`src/rmcl_pkg.sv`:
```
// Package for the RS-232 modem-control block: register map, fields, modes.
// Assumes a 32-bit classic Wishbone slave with word-aligned registers.
package rmcl_pkg;

  // ----------------------------------------------------------------------
  // Register offsets (byte addresses)
  // ----------------------------------------------------------------------
  localparam logic [7:0] RMCL_CTRL_OFS = 8'h00;
  localparam logic [7:0] RMCL_OVR_OFS = 8'h04;
  localparam logic [7:0] RMCL_STAT_OFS = 8'h08;
  localparam logic [7:0] RMCL_OCC_OFS = 8'h0C;

  // ----------------------------------------------------------------------
  // Control register fields
  // ----------------------------------------------------------------------
  localparam int RMCL_CTRL_CARRIER = 0;
  localparam int RMCL_CTRL_FLOW = 1;
  localparam int RMCL_CTRL_HALF = 2;
  localparam int RMCL_CTRL_MODEM = 3;
  localparam int RMCL_CTRL_PROTO_LO = 4;
  localparam int RMCL_CTRL_COMM_EN = 6;
  localparam int RMCL_CTRL_W = 7;
  localparam logic [6:0] RMCL_CTRL_RST = 7'h00;

  // Override register fields
  localparam int RMCL_OVR_RTS = 0;
  localparam int RMCL_OVR_DTR = 1;
  localparam logic [1:0] RMCL_OVR_RST = 2'h3;

  // Status word fields
  localparam int RMCL_ST_RTS = 0;
  localparam int RMCL_ST_DSR = 1;
  localparam int RMCL_ST_DTR = 2;
  localparam int RMCL_ST_DCD = 3;
  localparam int RMCL_ST_CTS = 4;
  localparam int RMCL_ST_RI = 5;

  // Protocol modes
  typedef enum logic [1:0] {
    RMCL_PROTO_NONPROC = 2'h0,
    RMCL_PROTO_CMD = 2'h1,
    RMCL_PROTO_BIDIR = 2'h2,
    RMCL_PROTO_PREDEF = 2'h3
  } rmcl_proto_t;

  // Override latency: up to 20 ms allowed; applied in one cycle here
  localparam int RMCL_OVR_LAG_MS = 20;

  // Modem inputs grouped
  typedef struct packed {
    logic dcd;
    logic dsr;
    logic cts;
    logic ri;
  } rmcl_modem_in_t;

  // Wishbone request
  typedef struct packed {
    logic cyc;
    logic stb;
    logic we;
    logic [3:0] sel;
    logic [7:0] adr;
    logic [31:0] dat;
  } rmcl_wb_req_t;

endpackage

```
`src/rmcl_modem_ctrl.sv`:
```
// Modem-control and flow gating for one RS-232 channel.
// Assumes pins synchronous-capable inputs and an engine that honours txAllow.
// Notes on behaviour
// - full duplex with carrier check needs DCD
// - DCD loss mid-transfer reinitialises transmit sequence
// - carrier check off ignores DCD
// - non-procedure flow control: DTR follows free storage
// - no DTR/DSR control keeps DTR asserted
// - command and bidirectional modes assert DTR when enabled
// - flow control: DSR low suspends transmission
// - no flow control ignores DSR
// - full duplex RTS follows module ready flag
// - half duplex RTS only while transmitting
// - full receive storage never drops RTS
// - CTS low withholds transmission always
// - RI sampled for ring monitoring
// - status word RTS DSR DTR DCD CTS RI
// - overrides within 20 ms, ignored when owned
//
// Decided for this implementation: register access over Wishbone and the register offsets.
`timescale 1ns/1ps
`default_nettype none
module rmcl_modem_ctrl
  import rmcl_pkg::*;
#(
  parameter int OCC_W = 10,
  parameter logic [9:0] LOW_WATER = 10'h010,
  parameter logic [9:0] HIGH_WATER = 10'h040
) (
  input wire logic mclk,
  input wire logic rst,
  input wire logic wbCyc,
  input wire logic wbStb,
  input wire logic wbWe,
  input wire logic [3:0] wbSel,
  input wire logic [7:0] wbAdr,
  input wire logic [31:0] wbDatIn,
  output logic [31:0] wbDatOut,
  output logic wbAck,
  input wire logic [OCC_W-1:0] rxFree,
  input wire logic module_ready_flag,
  input wire logic txBusy,
  input wire logic xferActive,
  input wire logic carrier_detect_in,
  input wire logic dsrIn,
  input wire logic ctsIn,
  input wire logic riIn,
  output logic request_to_send_out,
  output logic dtrOut,
  output logic txAllow,
  output logic rxAllow,
  output logic seqReinit
);

  // ----------------------------------------------------------------------
  // Input synchronisers
  // ----------------------------------------------------------------------
  rmcl_modem_in_t syncA_reg;
  rmcl_modem_in_t syncB_reg;

  // Pins move freely against mclk and the first stage may go metastable,
  // so only the second stage feeds the gating, the flops and the status word
  // Two-stage capture of the modem inputs
  always_ff @(posedge mclk or posedge rst) begin
    if (rst) begin
      syncA_reg <= '0;
      syncB_reg <= '0;
    end else begin
      syncA_reg <= '{dcd: carrier_detect_in, dsr: dsrIn, cts: ctsIn, ri: riIn};
      syncB_reg <= syncA_reg;
    end
  end

  // ----------------------------------------------------------------------
  // Register file
  // ----------------------------------------------------------------------
  logic [RMCL_CTRL_W-1:0] ctrl_reg;
  logic [1:0] ovr_reg;
  logic wbHit;
  logic wbWrite;

  assign wbHit = wbCyc && wbStb && !wbAck;
  assign wbWrite = wbHit && wbWe && wbSel[0];

  // Writes land on the edge that takes the request; the ack follows.
  // Byte lane 0 off, read-only slots and unmapped slots drop the write,
  // so a stray store cannot move the lines
  // Control and override writes
  always_ff @(posedge mclk or posedge rst) begin
    if (rst) begin
      ctrl_reg <= RMCL_CTRL_RST;
      ovr_reg <= RMCL_OVR_RST;
    end else if (wbWrite && wbAdr == RMCL_CTRL_OFS) begin
      ctrl_reg <= wbDatIn[RMCL_CTRL_W-1:0];
    end else if (wbWrite && wbAdr == RMCL_OVR_OFS) begin
      ovr_reg <= wbDatIn[1:0];
    end
  end

  // Decoded configuration
  logic carrierChk;
  logic flowCtl;
  logic halfDup;
  logic modemOwn;
  logic commEn;
  rmcl_proto_t proto;

  assign carrierChk = ctrl_reg[RMCL_CTRL_CARRIER];
  assign flowCtl = ctrl_reg[RMCL_CTRL_FLOW];
  assign halfDup = ctrl_reg[RMCL_CTRL_HALF];
  assign modemOwn = ctrl_reg[RMCL_CTRL_MODEM];
  assign commEn = ctrl_reg[RMCL_CTRL_COMM_EN];
  assign proto = rmcl_proto_t'(ctrl_reg[RMCL_CTRL_PROTO_LO +: 2]);

  // ----------------------------------------------------------------------
  // DTR control
  // ----------------------------------------------------------------------
  logic roomFlag_reg;
  logic dtr_next;
  logic dtr_reg;

  // One threshold would make DTR chatter as the host drains entry by
  // entry; the gap between the two marks keeps the partner stopped
  // until real room has come back
  // Hysteresis on receive storage room
  always_ff @(posedge mclk or posedge rst) begin
    if (rst) begin
      roomFlag_reg <= 1'b1;
    end else if (rxFree <= LOW_WATER) begin
      roomFlag_reg <= 1'b0;
    end else if (rxFree >= HIGH_WATER) begin
      roomFlag_reg <= 1'b1;
    end
  end

  // Priority: protocol modes that own DTR, then flow control, then
  // modem ownership, and only then the software override; the override
  // therefore never fights a mode that drives the line itself
  // DTR source selection
  always_comb begin
    if (proto == RMCL_PROTO_CMD || proto == RMCL_PROTO_BIDIR) begin
      dtr_next = commEn;
    end else if (flowCtl && proto == RMCL_PROTO_NONPROC) begin
      dtr_next = roomFlag_reg;
    end else if (flowCtl || modemOwn) begin
      dtr_next = 1'b1;
    end else begin
      dtr_next = ovr_reg[RMCL_OVR_DTR];
    end
    if (!flowCtl && !modemOwn && proto != RMCL_PROTO_CMD && proto != RMCL_PROTO_BIDIR
        && !ovr_reg[RMCL_OVR_DTR]) begin
      dtr_next = 1'b0;
    end else if (!flowCtl && !modemOwn && proto != RMCL_PROTO_CMD
        && proto != RMCL_PROTO_BIDIR) begin
      dtr_next = 1'b1;
    end
  end

  // ----------------------------------------------------------------------
  // RTS control
  // ----------------------------------------------------------------------
  logic rts_next;
  logic rts_reg;

  // RTS is never a receive throttle: a full store must not hide the
  // module from the partner, so occupancy plays no part here
  // RTS source selection, never from receive occupancy
  always_comb begin
    if (halfDup) begin
      rts_next = txBusy;
    end else if (modemOwn) begin
      rts_next = module_ready_flag;
    end else begin
      rts_next = module_ready_flag && ovr_reg[RMCL_OVR_RTS];
    end
  end

  // Registering both lines keeps select glitches off the pins
  // Output flops, low during reset
  always_ff @(posedge mclk or posedge rst) begin
    if (rst) begin
      dtr_reg <= 1'b0;
      rts_reg <= 1'b0;
    end else begin
      dtr_reg <= dtr_next;
      rts_reg <= rts_next;
    end
  end

  assign dtrOut = dtr_reg;
  assign request_to_send_out = rts_reg;

  // ----------------------------------------------------------------------
  // Transfer gating
  // ----------------------------------------------------------------------
  logic carrierOk;
  logic dcdPrev_reg;

  // Half duplex leaves carrier handling to the engine itself
  assign carrierOk = !carrierChk || halfDup || syncB_reg.dcd;
  assign rxAllow = carrierOk;
  assign txAllow = carrierOk && syncB_reg.cts
                   && (!flowCtl || syncB_reg.dsr);

  // Edge taken on the synchronised level with no debounce, so a bouncing pin
  // yields one pulse for every fall of that level
  // DCD fall during a transfer restarts the sequence
  always_ff @(posedge mclk or posedge rst) begin
    if (rst) begin
      dcdPrev_reg <= 1'b0;
      seqReinit <= 1'b0;
    end else begin
      dcdPrev_reg <= syncB_reg.dcd;
      seqReinit <= carrierChk && !halfDup && xferActive
                   && dcdPrev_reg && !syncB_reg.dcd;
    end
  end

  // ----------------------------------------------------------------------
  // Wishbone read and acknowledge
  // ----------------------------------------------------------------------
  logic [5:0] statWord;

  // Live levels as the logic sees them, not the raw pins
  assign statWord = {syncB_reg.ri, syncB_reg.cts, syncB_reg.dcd, dtr_reg,
                     syncB_reg.dsr, rts_reg};

  // The ack blocks a take only in its own cycle, so a held
  // strobe is taken again and answered every second cycle; read data stands until the
  // next read
  // Single-wait acknowledge with registered read data
  always_ff @(posedge mclk or posedge rst) begin
    if (rst) begin
      wbAck <= 1'b0;
      wbDatOut <= 32'h0000_0000;
    end else begin
      wbAck <= wbHit;
      if (wbHit && !wbWe) begin
        unique case (wbAdr)
          RMCL_CTRL_OFS: wbDatOut <= {25'h0, ctrl_reg};
          RMCL_OVR_OFS: wbDatOut <= {30'h0, ovr_reg};
          RMCL_STAT_OFS: wbDatOut <= {26'h0, statWord};
          RMCL_OCC_OFS: wbDatOut <= {{(32-OCC_W){1'b0}}, rxFree};
          default: wbDatOut <= 32'h0000_0000;
        endcase
      end
    end
  end
endmodule
`default_nettype wire

```
`config.mk`:
```
export PLATFORM = sky130hd
export DESIGN_NAME = rmcl_modem_ctrl
export DESIGN_NICKNAME = d
export VERILOG_FILES = /design/src/rmcl_pkg.sv /design/src/rmcl_modem_ctrl.sv
export SDC_FILE = /design/constraint.sdc
export NUM_CORES = 1
export LEC_CHECK = 0
export BUFFER_PORTS_ARGS = -buffer_cell sky130_fd_sc_hd__buf_4
export CAP_MARGIN = 40
export CORE_ASPECT_RATIO = 1.2
export CORE_MARGIN = 2
export CORE_UTILIZATION = 34
export CTS_CLUSTER_SIZE = 25
export DETAILED_ROUTE_END_ITERATION = 16
export PLACE_DENSITY = 0.65
export SLEW_MARGIN = 20
export SYNTH_ARGS = -nofsm -noshare
export SYNTH_HDL_FRONTEND = slang
export SYNTH_SLANG_ARGS = --single-unit
export TNS_END_PERCENT = 30
```
`constraint.sdc`:
```
create_clock -name mclk -period 1.66 [get_ports mclk]
set_input_delay 0.332 -clock mclk [delete_from_list [all_inputs] [get_ports mclk]]
set_output_delay 0.332 -clock mclk [all_outputs]
set_load 0.01 [all_outputs]
```
### Yosys cells after proc, flatten, opt, wreduce, memory -nomap -nowiden

Index checks and enable logic that the tools add are counted.

| storage, ports and cells | value |
|---|---|
| bits in registers | 55 |
| input bits | 66 |

| operators by class | value |
|---|---|
| $lt $le $gt $ge | 2 |
| eq/ne operators | 7 |
| muxes and demuxes | 10 |
| bitwise gates (word level) | 1 |
| reduce and logical (&&, ||, !) cells | 36 |

Operators with widths:

| operator | count |
|---|---|
| 10-bit one-hot mux with 4 select lines | 1 |
| 1-bit logical AND | 19 |
| 8-bit by 4-bit == test with 1-bit output (second input constant) | 2 |
| 10-bit by 7-bit greater-or-equal comparator with 1-bit output (second input constant) | 1 |
| 10-bit by 5-bit less-or-equal comparator with 1-bit output (second input constant) | 1 |
| 1-bit two-way mux | 9 |
| 8-bit by 3-bit == test with 1-bit output (second input constant) | 1 |
| 1-bit logical NOT | 8 |
| 8-bit logical NOT | 1 |
| 1-bit logical OR | 5 |
| 2-bit by 1-bit == test with 1-bit output (second input constant) | 1 |
| 2-bit == test (second input constant) | 1 |
| 2-bit logical NOT | 1 |
| 2-bit by 1-bit != test with 1-bit output (second input constant) | 1 |
| 2-bit != test (second input constant) | 1 |
| 2-bit AND reduction | 1 |
| 2-bit nonzero test | 1 |
| 1-bit NOT | 1 |

### Logic depth before layout (Yosys ltp)

Gate-level depths: netlist (run 1).

| depth | value |
|---|---|
| depth after elaboration | 7 |
| gate-level depth with buffers | 5 |
| gate-level depth less buffers | 5 |

### Worst setup path before layout (run 1)

No wires, ideal clock.

| path | value |
|---|---|
| path type | input-to-reg |
| start | input wbAdr[2] |
| end | register ctrl_reg[0] |
| library setup time | 125 ps |
| arrival time | 1326 ps |
| required time | 1535 ps |
| path slack | 209 ps |
| stages | 5 |
| buffers on the path | 2 |
| cells stage by stage | buf_6 nor4bb_1 and4_1 buf_6 mux2_4 |

| on the way | value |
|---|---|
| longest elaborated chain between the ends | 2 |

RTL lines:

| element | line | RTL |
|---|---|---|
| start: declaration | rmcl_modem_ctrl.sv:36 | `input wire logic [7:0] wbAdr,` |
| 8-bit logical NOT | rmcl_modem_ctrl.sv:93 | `end else if (wbWrite && wbAdr == RMCL_CTRL_OFS) begin` |
| 1-bit logical AND | rmcl_modem_ctrl.sv:93 |  |
| end signal: assignment | rmcl_modem_ctrl.sv:94 | `ctrl_reg <= wbDatIn[RMCL_CTRL_W-1:0];` |
| end: declaration | rmcl_modem_ctrl.sv:77 | `logic [RMCL_CTRL_W-1:0] ctrl_reg;` |

Every way passes these cells.
A chain may end at the register's enable or synchronous reset.

### Worst setup path in the final report (run 1)

| path | value |
|---|---|
| start | register ctrl_reg[2] |
| end | output txAllow |

| on the way | value |
|---|---|
| longest elaborated chain between the ends | 4 |

RTL lines:

| element | line | RTL |
|---|---|---|
| 1-bit logical OR (2 in a row) | rmcl_modem_ctrl.sv:200 | `assign carrierOk = !carrierChk \|\| halfDup \|\| syncB_reg.dcd;` |
| 1-bit logical AND | rmcl_modem_ctrl.sv:202 | `assign txAllow = carrierOk && syncB_reg.cts` |
| 1-bit logical AND | rmcl_modem_ctrl.sv:203 | `&& (!flowCtl \|\| syncB_reg.dsr);` |
| end: declaration | rmcl_modem_ctrl.sv:50 | `output logic txAllow,` |

Every way passes these cells.

==> qor.yml, run 1 <==
clock_tree:
  cts_repair_resize_count: 0
  cts_max_path_buffers: 2
  cts_root_buf: "clkbuf_8"
  cts_tree: "built"
  cts_setup_buffers: 0
  cts_buffers: 5
  clk_pin_slew_worst_paths_ns: 0.07
  ctsHtreeMaxLevel: 2
  clock_latency_ns: 0.28
  cts.sinks: 33
  ctsHoldBuffers: 0
grt:
  grt_use_met3_pct: 5.74
  grt_pass1_vias: 1206
  grt_max_degree: 34
  grt-ovfl-total: 0
  antenna_found_initial: 0
  met1_usage_pct: 16.3
  grtUsageTotal_pct: 14.2
  grt_pass1_wl_microns: 5510
  top_usage_layer: "met2"
  met2_usage_pct: 21.8
synth:
  synth_area_sq_mm: 0.00167
  yosysTopAreaCell: "dfrtp_1"
  ys_warn_count: 0
  synth_top_family_by_area: "buffers and inverters"
  ys_top_cells_by_area: "dfrtp_1 45%, buf_4 9.9%, mux2_4 6.3%"
  synth_edf_count: 0
  synthFlopType: "dfrtp_1"
  synth-seq-area-share_pct: 49.7
  synth_mux_area_share_pct: 12.8
  yosys.area_share.adder_pct: 2.25
  ys_async_sr_fraction_pct: 100
  yosysTopAreaCellShare_pct: 45.0
  yosys-top-cells-count: "30 x dfrtp_1, 22 x buf_4, 8 x o2bb2ai_1"
  synth-simple-area-share_pct: 11.0
  syn_area_per_cell_sq_um: 12.4
  synthXorXnorAreaFrac_pct: 0
  synth_cells: 135
  yosysMostFrequentCell: "dfrtp_1"
  ys_seq_elements: 33
  synth_compound_area_share_pct: 10.3
  synth_cell_types: 37
pwr:
  fin_total_pwr_uw: 1620
  irDropWorstVdd_mv: 0.331
  leakagePower_uw: 0.00107
  power_density_mw_per_mm2: 751
place:
  port_buffers: 53
  dp_hpwl_microns: 2740
  place_congestion: 0.798
  pre_cts_ws_ns: 0.0693
floorplanning:
  die-area_sq_mm: 0.00548
  ios: 104
  rows: 27
  start_util_pct: 35.8
  die_h_microns: 80.7
  die_w_microns: 67.9
  coreArea_sq_mm: 0.00466
setup_path:
  crit_fanout: 5
  required_ns: 1.33
  path_class: "register to primary output"
  cp.arrival_ns: 1.17
  worstSetupStartpointType: "register"
  r2r_setup_slack_ns: 0.18
  worstSetupEndpointType: "primary output"
sta:
  final.period_utilization_pct: 90.2
  setup_ws_ns: 0.162
  rsz0062_at_grt: "false"
  final-setup-viol-count: 0
  final_hold_viol_count: 0
  final.setup.tns_ns: 0
  period_needed_ns: 1.50
  clock.fmax_ghz: 0.668
  slew_viol_final: 0
  fin_worst_skew_ns: 0.00720
hold_path:
  min_path_type: "primary input to asynchronous set/reset pin"
final_layout:
  area_growth_pct: 29.2
  largest_register_ffs: 10
  layout-drive-gt1-share_pct: 42.1
  nNetsFinal: 264
  antenna_cells: 0
routing:
  num_vias: 1178
  drc: 0
  antenna_left: 0
  wl_per_cell_microns: 14.1
  vias_per_cell: 4.66
  wl_microns: 3580
  dr.pass1.iters: 6
  drtIter0Drc: 51
run:
  drv_cap: 0
status:
  status: "finished clean"
cell families after synthesis:
group | count (synthesis)
buf+inv | 33
flops | 33
fa+ha+maj | 3
simple gates | 28
compound gates | 22
other cells | 1
mux | 15
layout make-up:
cell class	count	area, sq um
Clock buffer	7	86.3
Fill cell	473	2510
Inverter	6	22.5
Multi-Input combinational cell	90	688
Sequential cell	33	830
Tap cell	58	72.6
Timing Repair Buffer	59	455
critical path, stage by stage (launching register included):
cell and delay (ns):
dfrtp_1 0.43, nor2_1 0.09, and2_1 0.17, nor2_1 0.06, buf_4 0.14
where the power goes:
part           leakage (uW)  switching, uW  internal [uW]  total (uW)
Clock             0.0000443            274            329         603
Sequential         0.000428           7.91            821         829
Combinational      0.000599           91.5           95.3         187
Total               0.00107            374           1250        1620
metal layers:
metal | share of wire [%] | wire [microns]
met4 | 2.9 | 105
met5 | 0 | 0
met1 | 40 | 1420
met2 | 49 | 1740
met3 | 8.8 | 315
cell usage in the layout, fill, tap and decap left out, types with 3 or more instances in the layout:
cell and count:
dfstp_2 3, dfrtp_1 30, conb_1 22, o21ai_0 4, ha_1 3, o2bb2ai_1 8
clkbuf_8 6, a2bb2oi_1 4, mux2i_1 4, mux2_4 7, nand2_1 5, nor2_1 5
buf_4 58, inv_1 6
through the flow:
| step | instance area (sq um) | hold slack, ns | util (%) | instances |
|---|---|---|---|---|
| floorplan | 1750 | 0.331 | - | 156 |
| global placement | 2070 | 0.332 | 44.4 | 246 |
| detailed placement | 2070 | 0.335 | 44.4 | 246 |
| CTS | 2150 | 0.143 | 46.2 | 253 |
| global route | 2150 | 0.138 | 46.2 | 253 |
| finish | 2150 | 0.131 | 46.2 | 253 |
final timing paths:
kind                              startpoint      endpoint  cells past startpoint
worst max register to register         wbAck   ctrl_reg[5]                      4
worst min register to register  syncA_reg[0]   statWord[5]                      0
worst min-delay path                     rst   wbDatOut[5]                      3
max in group asynchronous                rst    ovr_reg[1]                      3
worst max-delay path             ctrl_reg[2]       txAllow                      4
min in group mclk                       riIn  syncA_reg[0]                      1
Power figures use the tool's default switching activity.
==> run 2, diff against run 1 <==
- CELL_PAD_IN_SITES_DETAIL_PLACEMENT: not set -> 0
- CELL_PAD_IN_SITES_GLOBAL_PLACEMENT: not set -> 1
- CORE_UTILIZATION: 34 -> 31
- PLACE_DENSITY: 0.65 -> 0.78
==> run 2 against run 1 <==
  * Clock skew grew 0.0025 ns
  * Design area grew 1.6%
  * Largest cell class unchanged
  * First-iteration DRC count grew 27%
  * Largest power group unchanged
  * Count of clock-buffer cells in the layout is the same
  * Non-clock buffer count is the same
==> qor.yml, run 2 (same netlist as run 1, synthesis figures left out) <==
floorplanning:
  die-area_sq_mm: 0.00599
  ios: 104
  die_w_microns: 71.0
  start_util_pct: 31.9
  die_h_microns: 84.4
  coreArea_sq_mm: 0.00523
  rows: 29
final_layout:
  area_growth_pct: 31.3
  nNetsFinal: 264
  layout-drive-gt1-share_pct: 42.3
  nFillCells: 508
  antenna_cells: 0
  largest_register_ffs: 10
  final_cell_mix: "58 x buf_4, 30 x dfrtp_1, 22 x conb_1"
  fin_util_pct: 41.9
  layout_commonest_cell: "buf_4"
  final_area_sq_mm: 0.00219
sta:
  final.period_utilization_pct: 89.8
  final.setup.tns_ns: 0
  final-setup-viol-count: 0
  period_needed_ns: 1.49
  rsz0062_at_grt: "false"
  final_hold_viol_count: 0
  fin_worst_skew_ns: 0.00973
  slew_viol_final: 0
  clock.fmax_ghz: 0.670
place:
  placed_area_sq_mm: 0.00207
  place_congestion: 0.773
  port_buffers: 53
  dp_hpwl_microns: 2760
run:
  drv_cap: 0
routing:
  wl_per_cell_microns: 13.7
  num_vias: 1168
  drc: 0
  wl_met1_microns: 1360
  antenna_left: 0
  dr_wl_met3_microns: 316
  route.met2.wl_microns: 1780
  wl_microns: 3540
  drtIter0Drc: 65
  vias_per_cell: 4.53
  highest_layer: "met4"
  dr.pass1.iters: 4
setup_path:
  rr_startpoint: "wbAck"
  cp_cell_sequence: "nor2_1 > and2_1 > nor2_1 > buf_4"
  required_ns: 1.33
  crit_path_start: "ctrl_reg[2]"
  cp.buffers_inverters: 1
  r2r_setup_slack_ns: 0.18
  worstSetupStartpointType: "register"
  crit_fanout: 5
  path_class: "register to primary output"
  critPathTopFamily: "flip-flops"
  cp.arrival_ns: 1.16
  crit_top_cell: "nor2_1"
  worstSetupEndpointType: "primary output"
  critical-path-max-stage-delay_ns: 0.43
  critPathSlowestCell: "dfrtp_1"
clock_tree:
  cts_tree: "built"
  clock_latency_ns: 0.29
  clk_pin_slew_worst_paths_ns: 0.07
  cts_setup_buffers: 0
  ctsHoldBuffers: 0
  cts_max_path_buffers: 2
  ctsHtreeMaxLevel: 2
  cts.sinks: 33
  cts_buffers: 5
  cts_repair_resize_count: 0
  cts_root_buf: "clkbuf_8"
grt:
  antenna_found_initial: 0
  grt_pass1_wl_microns: 5840
  grt_max_degree: 34
  grt-ovfl-total: 0
  grtUsageTotal_pct: 12.8
  grt_pass1_vias: 1209
status:
  status: "finished clean"
hold_path:
  min_path_type: "primary input to asynchronous set/reset pin"
pwr:
  irDropWorstVdd_mv: 0.388
  power_density_mw_per_mm2: 819
  leakagePower_uw: 0.00109
==> run 2: power breakdown <==
| group | switching [uW] | internal, uW | total (uW) |
|---|---|---|---|
| combinational | 89.9 | 95.3 | 185 |
| clock | 290 | 489 | 779 |
| sequential | 8.47 | 821 | 830 |
==> run 2: metrics by stage <==
step	total power, uW	setup slack [ns]	instances	hold slack [ns]
6_report	1790	0.169	258	0.128
5_1_grt	1870	0.0188	258	0.140
4_1_cts	1810	0.149	258	0.144
3_3_place_gp	1030	0.0694	250	0.335
3_5_place_dp	1030	0.0738	250	0.336
2_1_floorplan	969	0.209	156	0.331
==> run 2: path summary, 6_finish.rpt <==
path / to / cells past startpoint
max in group asynchronous: ovr_reg[1] / 3
min in group mclk: syncA_reg[1] / 1
worst max-delay path: txAllow / 4
worst min register to register: statWord[4] / 0
worst min-delay path: wbDatOut[6] / 3
worst max register to register: ctrl_reg[6] / 4
==> run 2: metal layers <==
layer | track usage (%) | up-vias
met3 | 4.20 | 7
li1 | - | 555
met4 | 6.17 | 0
met1 | 14.8 | 551
met5 | 0 | -
met2 | 21.3 | 55
==> run 2: worst register-to-register path, delay by kind of cell, from the launching register on <==
family / cells / cell delay, ns
simple gates: 2 / 0.53
mux: 1 / 0.30
buf+inv: 1 / 0.15
flops: 1 / 0.39
==> run 2: area by class of cell <==
class                           count  area (sq um)  share of cell area (%)
Clock buffer                        7          86.3                    3.94
Tap cell                           62          77.6                    3.54
Clock inverter                      1          30.0                    1.37
Inverter                            6          22.5                    1.03
Multi-Input combinational cell     90           688                    31.4
Sequential cell                    33           830                    37.9
Timing Repair Buffer               59           455                    20.8
==> run 3, diff against run 2 <==
- clock period: 1.66 -> 1.6 ns (I/O delays scaled with it)
==> run 3 against run 2 <==
  * Setup slack lost 0.050 ns
  * Die area is the same
  * Design area grew 0.23%
  * Sequential share of layout area is essentially flat
  * Non-clock buffer count is the same
  * Core utilization grew 0.096 points
  * Critical endpoint is now ctrl_reg[6]
==> qor.yml, run 3 (same netlist as run 1, synthesis figures left out) <==
final_layout:
  antenna_cells: 0
  nNetsFinal: 264
  nFillCells: 506
  stdcell_count: 258
  final_cell_mix: "58 x buf_4, 28 x dfrtp_1, 22 x conb_1"
  area_growth_pct: 31.6
  fin_util_pct: 42.0
  layout_commonest_cell: "buf_4"
  largest_register_ffs: 10
  layout-drive-gt1-share_pct: 43.9
floorplanning:
  ios: 104
  die_w_microns: 71.0
  die_h_microns: 84.4
  die-area_sq_mm: 0.00599
  coreArea_sq_mm: 0.00523
  start_util_pct: 31.9
  rows: 29
setup_path:
  critPathTopFamily: "simple AND/OR/NAND/NOR gates"
  reg2reg_to: "ctrl_reg[6]"
  worstSetupStartpointType: "register"
  crit_fanout: 7
  critPathSlowestCell: "dfrtp_1"
  critical-path-max-stage-delay_ns: 0.39
  cp_cell_sequence: "and3b_1 > and4_1 > buf_12 > mux2_4"
  worstSetupEndpointType: "register"
  crit_path_start: "wbAck"
  ff2ff_path_depth: 4
  path_depth: 4
  path_class: "register to register"
  cp.buffers_inverters: 1
  required_ns: 1.77
  r2r_setup_slack_ns: 0.12
  cp.arrival_ns: 1.65
  rr_startpoint: "wbAck"
sta:
  period_needed_ns: 1.48
  clock.fmax_ghz: 0.675
  holdWs_ns: 0.115
  final_hold_viol_count: 0
  final.period_utilization_pct: 92.6
  slew_viol_final: 0
  final.setup.tns_ns: 0
  fin_worst_skew_ns: 0.00973
  rsz0062_at_grt: "false"
  final-setup-viol-count: 0
grt:
  antenna_found_initial: 0
  grt_max_degree: 34
  grt-ovfl-total: 0
  grt_pass1_wl_microns: 5840
  grtUsageTotal_pct: 12.8
  grt_pass1_vias: 1209
routing:
  drtIter0Drc: 66
  vias_per_cell: 4.52
  wl_microns: 3540
  dr.pass1.iters: 4
  num_vias: 1167
  drc: 0
  wl_per_cell_microns: 13.7
  antenna_left: 0
place:
  place_congestion: 0.773
  place_inst: 250
  dp_hpwl_microns: 2760
  port_buffers: 53
clock_tree:
  cts_max_path_buffers: 2
  clk_pin_slew_worst_paths_ns: 0.07
  cts_tree: "built"
  cts_root_buf: "clkbuf_8"
  cts.sinks: 33
  ctsHtreeMaxLevel: 2
  cts_setup_buffers: 0
  cts_buffers: 5
  clock_latency_ns: 0.29
pwr:
  power_density_mw_per_mm2: 849
  irDropWorstVdd_mv: 0.402
  leakagePower_uw: 0.00108
status:
  status: "finished clean"
run:
  drv_cap: 0
hold_path:
  min_path_type: "primary input to asynchronous set/reset pin"
==> run 3: changes by cell type in the layout (fill, tap and decap cells not counted) <==
cell,change
dfrtp_2,+2
and2_4,+1
and2_1,-1
dfrtp_1,-2
==> run 3: metrics by stage <==
step	setup WS [ns]	power, uW	area (sq um)
after global routing	0.0255	1940	2190
after global placement	0.0214	1070	2070
after detailed placement	0.0258	1070	2070
final	0.118	1860	2190
after floorplan	0.161	1010	1750
after CTS	0.101	1880	2190
==> run 3: worst max path at each step <==
stage                        to  slack, ns
detailed placement  ctrl_reg[2]       0.03
finish              ctrl_reg[6]       0.12
floorplan           ctrl_reg[0]       0.16
CTS                     txAllow       0.10
global route            txAllow       0.03
global placement    ctrl_reg[4]       0.02
==> run 3: cell type report <==
| cell class | instances | area [sq um] | area share [%] |
|---|---|---|---|
| Timing Repair Buffer | 59 | 455 | 20.8 |
| Clock inverter | 1 | 30.0 | 1.37 |
| Multi-Input combinational cell | 90 | 691 | 31.5 |
| Inverter | 6 | 22.5 | 1.03 |
| Clock buffer | 7 | 86.3 | 3.93 |
| Tap cell | 62 | 77.6 | 3.53 |
| Sequential cell | 33 | 832 | 37.9 |
==> run 3: per-layer routing <==
| layer | GRT usage (%) | routed length [microns] | up-vias |
|---|---|---|---|
| li1 | - | - | 554 |
| met1 | 14.8 | 1350 | 551 |
| met2 | 21.3 | 1780 | 55 |
| met3 | 4.20 | 316 | 7 |
| met4 | 6.17 | 87 | 0 |
| met5 | 0 | 0 | - |
==> run 3: worst min-delay path, delay by kind of cell <==
family   cells  cell delay [ns]
buf+inv      3             0.51
==> run 3: power by group <==
group          internal [uW]  leakage, uW  total, uW  switching (uW)
logic                   98.9     0.000601        192            93.3
clock network            508    0.0000585        810             303
registers                852     0.000425        861            8.79
==> run 3: what timing repair did <==
| action | CTS | global route |
|---|---|---|
| hold buffers | 0 | 0 |
| setup endpoints to repair | 0 | 1 |
| resized for setup | 0 | 3 |
